<file path="config.mk">
export PLATFORM = sky130hd
export DESIGN_NAME = cmpb_builder
export DESIGN_NICKNAME = d
export VERILOG_FILES = /design/src/cmpb_pkg.sv /design/src/cmpb_builder.sv /design/src/cmpb_page_rom.sv
export SDC_FILE = /design/constraint.sdc
export NUM_CORES = 1
export LEC_CHECK = 0
export ABC_AREA = 1
export BUFFER_PORTS_ARGS = -buffer_cell sky130_fd_sc_hd__buf_2
export CAP_MARGIN = 25
export CORE_AREA = 2 2 267 269
export CTS_CLUSTER_SIZE = 20
export DETAILED_ROUTE_END_ITERATION = 12
export DIE_AREA = 0 0 269 271
export PLACE_DENSITY = 0.44
export SLEW_MARGIN = 40
export SYNTH_ARGS = -nofsm -noshare
export SYNTH_HDL_FRONTEND = slang
export SYNTH_SLANG_ARGS = --single-unit
</file>
<file path="constraint.sdc">
create_clock -name clk -period 3.6 [get_ports clk]
set_input_delay 0.36 -clock clk [delete_from_list [all_inputs] [get_ports clk]]
set_output_delay 0.36 -clock clk [all_outputs]
set_load 0.005 [all_outputs]
</file>
<file path="src/cmpb_pkg.sv">
/*
 Constants and carrier types for the changer mode page builder.
 Assumes a single 40 MHz clock domain; no registers, plain ports only.
*/
package cmpb_pkg;
   // =====================================================
   // page codes
   localparam logic [5:0] PC_GEOM = 6'h1E;
   localparam logic [5:0] PC_CAPS = 6'h1F;
   localparam logic [5:0] PC_DISP = 6'h22;
   localparam logic [5:0] PC_ALL = 6'h3F;
   // =====================================================
   // lengths
   localparam logic [7:0] LEN_GEOM = 8'h02;
   localparam logic [7:0] LEN_CAPS = 8'h12;
   localparam logic [7:0] LEN_DISP = 8'h52;
   localparam logic [7:0] HDR_BYTES = 8'h02;
   localparam int LINE_CHARS = 20;
   localparam int LINES = 4;
   localparam int TEXT_START = 4;
   // =====================================================
   // fixed byte values
   localparam logic SAVE_GEOM = 1'b0;
   localparam logic SAVE_CAPS = 1'b0;
   localparam logic SAVE_DISP = 1'b1;
   localparam logic [7:0] CAP_STORE = 8'h0F;
   localparam logic [7:0] MOVE_HANDLER = 8'h0E;
   localparam logic [7:0] MOVE_SLOT = 8'h0F;
   localparam logic [7:0] MOVE_PORT = 8'h0B;
   localparam logic [7:0] MOVE_DRIVE = 8'h0F;
   localparam logic [7:0] ZERO_BYTE = 8'h00;
   localparam logic [15:0] ONE_16 = 16'h0001;
   localparam logic [7:0] ONE_8 = 8'h01;
   // =====================================================
   // byte offsets within a page
   localparam logic [7:0] OFS_CODE = 8'h00;
   localparam logic [7:0] OFS_LEN = 8'h01;
   localparam logic [7:0] OFS_FLAGS = 8'h02;
   localparam logic [7:0] OFS_RSVD = 8'h03;
   localparam logic [7:0] OFS_MOVE_HANDLER = 8'h04;
   localparam logic [7:0] OFS_MOVE_SLOT = 8'h05;
   localparam logic [7:0] OFS_MOVE_PORT = 8'h06;
   localparam logic [7:0] OFS_MOVE_DRIVE = 8'h07;
   localparam logic [7:0] OFS_NONE = 8'hFF;
   // =====================================================
   // types
   typedef enum logic [1:0] {CMPB_GEOM, CMPB_CAPS, CMPB_DISP} cmpb_page_t;
   typedef struct packed {
      logic [5:0] pageCode;
      logic [15:0] allocLen;
   } cmpb_req_t;
   typedef struct packed {
      logic valid;
      logic [7:0] data;
      logic last;
   } cmpb_beat_t;
endpackage : cmpb_pkg

</file>
<file path="src/cmpb_builder.sv">
/*
 Mode page builder: streams selected page bytes, clipped by allocation length.
 Assumes start is a one-cycle pulse and the sink takes a byte every cycle.
*/
`timescale 1ns/1ps
// What this block does
// - geometry page savable bit is zero
// - geometry page code 1E in bits 5..0
// - geometry byte 1 reports two following bytes
// - geometry member index and rotate read zero
// - capabilities page savable bit is zero
// - capabilities page code is 1F
// - capabilities byte 1 reports 12 hex
// - all four storage capable bits read one
// - move bits one except handler-handler, port-port
// - all exchange capability bits read zero
// - display page savable bit is one
// - display page code is 22
// - display byte 1 reports 52 hex
// - per-line flags show host-written text
// - four 20-char panel lines in order
// - stop at smaller of data, allocation
module cmpb_builder
   import cmpb_pkg::*;
(
   // clock and reset
   input wire logic clk,
   input wire logic arst_n,
   // request
   input wire logic start,
   input wire cmpb_req_t req,
   // panel contents
   input wire logic [3:0] lineFromHost,
   input wire logic [LINES*LINE_CHARS*8-1:0] panelText,
   // byte stream
   output cmpb_beat_t beat,
   output logic busy,
   output logic badPage
);
   typedef enum logic [1:0] {CMPB_IDLE, CMPB_SEND, CMPB_DONE} cmpb_state_t;

   cmpb_state_t state, next_state;
   cmpb_page_t page, next_page;
   logic allPages, next_allPages;
   logic [7:0] index, next_index;
   logic [15:0] remain, next_remain;
   logic next_busy, next_badPage;
   logic emitting, next_emitting;
   logic lastSent, next_lastSent;
   logic [7:0] pageByte;
   logic [7:0] pageEnd;
   logic pageFinal;
   logic streamFinal;
   logic codeOk;
   logic [7:0] romIndex;

   // =====================================================
   // byte source; index parked out of range outside a transfer so the rom register clears
   assign romIndex = (state == CMPB_SEND) ? index : OFS_NONE;
   cmpb_page_rom u_rom (
      .clk(clk),
      .arst_n(arst_n),
      .page(page),
      .index(romIndex),
      .lineFromHost(lineFromHost),
      .panelText(panelText),
      .pageByte(pageByte)
   );

   // =====================================================
   // sequencing
   always_comb begin
      case (page)
         CMPB_GEOM: pageEnd = LEN_GEOM + HDR_BYTES - ONE_8;
         CMPB_CAPS: pageEnd = LEN_CAPS + HDR_BYTES - ONE_8;
         CMPB_DISP: pageEnd = LEN_DISP + HDR_BYTES - ONE_8;
         default: pageEnd = ZERO_BYTE;
      endcase
      pageFinal = (index == pageEnd);
      streamFinal = (remain == ONE_16) || (pageFinal && (!allPages || page == CMPB_DISP));
      codeOk = (req.pageCode == PC_GEOM) || (req.pageCode == PC_CAPS) ||
               (req.pageCode == PC_DISP) || (req.pageCode == PC_ALL);
      next_state = state;
      next_page = page;
      next_allPages = allPages;
      next_index = index;
      next_remain = remain;
      next_busy = busy;
      next_badPage = badPage;
      next_emitting = 1'b0;
      next_lastSent = 1'b0;
      case (state)
         CMPB_IDLE: begin
            if (start) begin
               next_badPage = !codeOk;
               next_index = ZERO_BYTE;
               next_remain = req.allocLen;
               next_allPages = (req.pageCode == PC_ALL);
               case (req.pageCode)
                  PC_CAPS: next_page = CMPB_CAPS;
                  PC_DISP: next_page = CMPB_DISP;
                  default: next_page = CMPB_GEOM; // 3F starts at lowest code
               endcase
               if (codeOk && req.allocLen != 16'h0000) begin
                  next_state = CMPB_SEND;
                  next_busy = 1'b1;
               end
            end
         end
         CMPB_SEND: begin
            next_emitting = 1'b1;
            next_lastSent = streamFinal;
            next_remain = remain - ONE_16;
            if (streamFinal) begin
               next_state = CMPB_DONE;
            end else if (pageFinal) begin
               next_index = ZERO_BYTE;
               next_page = (page == CMPB_GEOM) ? CMPB_CAPS : CMPB_DISP;
            end else begin
               next_index = index + ONE_8;
            end
         end
         CMPB_DONE: begin
            next_state = CMPB_IDLE;
            next_busy = 1'b0;
         end
         default: next_state = CMPB_IDLE;
      endcase
   end

   always_ff @(posedge clk or negedge arst_n) begin
      if (!arst_n) begin
         state <= CMPB_IDLE;
         page <= CMPB_GEOM;
         allPages <= 1'b0;
         index <= ZERO_BYTE;
         remain <= 16'h0000;
         busy <= 1'b0;
         badPage <= 1'b0;
         emitting <= 1'b0;
         lastSent <= 1'b0;
      end else begin
         state <= next_state;
         page <= next_page;
         allPages <= next_allPages;
         index <= next_index;
         remain <= next_remain;
         busy <= next_busy;
         badPage <= next_badPage;
         emitting <= next_emitting;
         lastSent <= next_lastSent;
      end
   end

   // =====================================================
   // stream output: rom byte is registered alongside the flags
   always_comb begin
      beat.valid = emitting;
      beat.data = pageByte;
      beat.last = lastSent;
   end
endmodule : cmpb_builder

</file>
<file path="src/cmpb_page_rom.sv">
/*
 Byte generator for one mode page: registered byte at an index.
 Assumes the panel text and override flags are held steady by the user.
*/
`timescale 1ns/1ps
module cmpb_page_rom
   import cmpb_pkg::*;
(
   // clock and reset
   input wire logic clk,
   input wire logic arst_n,
   // selection
   input wire cmpb_page_t page,
   input wire logic [7:0] index,
   // panel contents
   input wire logic [3:0] lineFromHost,
   input wire logic [LINES*LINE_CHARS*8-1:0] panelText,
   // registered byte
   output logic [7:0] pageByte
);
   logic [7:0] next_pageByte;
   logic [7:0] textIdx;

   // =====================================================
   // byte selection
   always_comb begin
      next_pageByte = ZERO_BYTE;
      textIdx = index - 8'(TEXT_START);
      case (page)
         CMPB_GEOM: begin
            case (index)
               OFS_CODE: next_pageByte = {SAVE_GEOM, 1'b0, PC_GEOM};
               OFS_LEN: next_pageByte = LEN_GEOM;
               default: next_pageByte = ZERO_BYTE;
            endcase
         end
         CMPB_CAPS: begin
            case (index)
               OFS_CODE: next_pageByte = {SAVE_CAPS, 1'b0, PC_CAPS};
               OFS_LEN: next_pageByte = LEN_CAPS;
               OFS_FLAGS: next_pageByte = CAP_STORE;
               OFS_MOVE_HANDLER: next_pageByte = MOVE_HANDLER;
               OFS_MOVE_SLOT: next_pageByte = MOVE_SLOT;
               OFS_MOVE_PORT: next_pageByte = MOVE_PORT;
               OFS_MOVE_DRIVE: next_pageByte = MOVE_DRIVE;
               default: next_pageByte = ZERO_BYTE;
            endcase
         end
         CMPB_DISP: begin
            case (index)
               OFS_CODE: next_pageByte = {SAVE_DISP, 1'b0, PC_DISP};
               OFS_LEN: next_pageByte = LEN_DISP;
               OFS_FLAGS: next_pageByte = {4'h0, lineFromHost};
               OFS_RSVD: next_pageByte = ZERO_BYTE;
               default: begin
                  // line 1 first char sits at the top of the vector
                  if (textIdx < 8'(LINES*LINE_CHARS)) begin
                     next_pageByte = panelText[(LINES*LINE_CHARS-1-int'(textIdx))*8 +: 8];
                  end
               end
            endcase
         end
         default: next_pageByte = ZERO_BYTE;
      endcase
   end

   // output register
   always_ff @(posedge clk or negedge arst_n) begin
      if (!arst_n) begin
         pageByte <= ZERO_BYTE;
      end else begin
         pageByte <= next_pageByte;
      end
   end
endmodule : cmpb_page_rom

</file>
==> impl_metrics.toml <==
[yosys]
syn_area_um2 = 9336
ys_seq_area_frac = 0.1099
synth_edf_count = 0
ys_ff_latch = 41
synth_cell_type_count = 38
synth.area.top_cells = "nor2_1 (19%), nand3_1 (14%), o21ai_0 (13%)"
yosysWarnings = 0
yosys.area.top_type = "nor2_1"
avgSynthCellArea_um2 = 5.138
syn_inst = 1817
synth_top_area_frac = 0.1894
synthFlopType = "dfrtp_1"
async_flop_share = 1.000
synth_nets = 2498

[timing]
period_share = 0.8957
tightestPinTransition_ps = 724.0
finalHoldViolations = 0
layout_setup_ws_ps = 375.4
fmax_mhz = 310.1
tns_ps = 0
slew_viol_final = 0
setup_viol = 0
rsz0062_at_grt = "no"
fin_skew_ps = 11.74
relSlewSlack = 0.5173
period_needed_ps = 3225

[die]
dieArea_um2 = 72900
initial_core_util = 0.1338
rows = 97
coreArea_um2 = 69790
ioPinCount = 681
die_w_um = 269
die-height_um = 271

[final_layout]
final_cell_mix = "buf_2 (680), nor2_1 (471), nand3_1 (252)"
final_common_cell = "buf_2"
layout.nets = 3087
drive_gt1_frac = 0.3153
finish.utilization = 0.1987
syn2layout_area_growth_pct = 48.54

[global_routing]
grt_pass1_wl_um = 91860
grt_pass1_vias = 13972
grt_max_degree = 109
grt.overflow.total = 0
grt_antenna_before_repair = 23
grt_use_total = 0.1714

[setup_path]
r2r-end = "u_rom.pageByte[1]"
start_kind = "flop"
crit_arrival_ps = 3440
path_class = "reg -> reg"
rrSetupSlack_ps = 380
r2r_start = "state[1]"
critPathCaptureType = "flop"
setup.worst_path.end = "u_rom.pageByte[1]"
critPathMaxFanout = 28
reg2reg_depth = 16
worstSetupStartpoint = "state[1]"
required_ps = 3820

[run_status]
status = "finished clean"

[cts]
ctsResizeCount = 0
clk_path_buf_depth = 2
cts_root_buffer = "clkbuf_16"
cts_tree = "done"
clock_latency_ps = 300
cts_sinks = 41
post-cts-setup-buffer-count = 0
clk_pin_slew_ps = 70
cts_hold_buffers = 0
htree_levels = 2
cts_buffers = 5

[placement]
dp_hpwl_um = 54150
portBuffers = 680
gp_congestion = 0.9019
place_ws_ps = 339.8

[min_path]
hp-class = "in -> async"

[route]
vias_per_cell = 4.286
drt-wirelength-per-cell_um = 19.83
ant_nets = 0
wl_um = 66660
drt_iter0_drc = 916
vias = 14406
drcViolationCount = 0
first_pass_iters = 6

[power]
p_per_area_nw_per_um2 = 108.4
p_leak_nw = 7.066
ir_drop_mv = 0.1545

[job]
max_cap_violations = 0
[sequential cells by signal (all words and copies together), names as in the netlist]
register        flops
u_rom.pageByte      8
lastSent            1
remain             16
badPage             1
allPages            1
page                2
busy                1
emitting            1
state               2
index               8
[how the worst min path moves through the flow]
stage                 to  cells past startpoint  slack (ps)   start
2_1_floorplan   allPages                      0          60  arst_n
3_3_place_gp    emitting                      1         470  arst_n
3_5_place_dp    emitting                      1         470  arst_n
4_1_cts        remain[8]                      1         150  arst_n
5_1_grt         emitting                      1         170  arst_n
6_report       remain[9]                      1         120  arst_n
[synthesized netlist by cell type (all sizes together) (5+ instances only)]
| library cell | count |
|---|---|
| o21ai | 295 |
| dfrtp | 41 |
| nor2 | 480 |
| ha | 12 |
| nand2 | 226 |
| inv | 163 |
| buf | 106 |
| nor3 | 14 |
| nand3 | 254 |
| a21oi | 50 |
| nor4 | 5 |
| o211ai | 105 |
| nand4 | 6 |
| xor2 | 7 |
| clkbuf | 36 |
[power by group]
part	internal (mW)	leakage, nW	switching, mW
combinational	0.331	6.52	0.252
clock	0.258	0.0632	0.202
sequential	0.460	0.486	0
total	1.05	7.07	0.454
[stage by stage]
step	cell area (µm²)	cells	hold WS, ps	power, mW
after floorplan	9336	1817	64.41	0.6066
after global placement	13690	3339	469.5	1.056
after detailed placement	13690	3339	467.6	1.056
after CTS	13830	3347	149.2	1.528
after global routing	13860	3358	170.5	1.609
final	13870	3361	121.2	1.503
[cell families after synthesis]
family                     Yosys count  share of synthesized area
AOI/OAI and AO/OA                  459                     0.2766
and+or+nand+nor                    989                     0.4444
DFF                                 41                     0.1099
buffers and inverters              307                     0.1446
adders and majority gates           12                    0.01608
xor gates and xnor gates             9                   0.008443
[cell type report]
cell class / count / area, µm²
fillers: 8272 / 55920
inverters: 165 / 626.9
clock inverters: 2 / 15.01
multi-input cells: 1469 / 6988
diodes: 14 / 35.03
clock buffers: 6 / 128.9
repair buffers: 724 / 3871
well taps: 940 / 1176
flip-flops and latches: 41 / 1027
[worst max-delay path, cell delays in order, from the launching register on]
cell and delay [ps]:
dfrtp_1 430, inv_2 110, nand2_4 110, nor2_1 50, buf_4 140, ha_2 600, buf_4 520, nand3_1 330
nand3_1 170, nand3_1 100, nand2_1 120, nand2_1 60, nand2_1 80, nand2_1 60, nand2_1 60, nand2_1 50
a21oi_1 140
[routing by layer]
layer  vias to the layer above  global-route usage  wire length, µm
li1                       7234                   -                -
met1                      6535              0.2134            28430
met2                       558              0.2972            32260
met3                        69             0.03013             4283
met4                        10             0.05307             1633
met5                         -                   0               60
(Power assumes the default switching activity.)
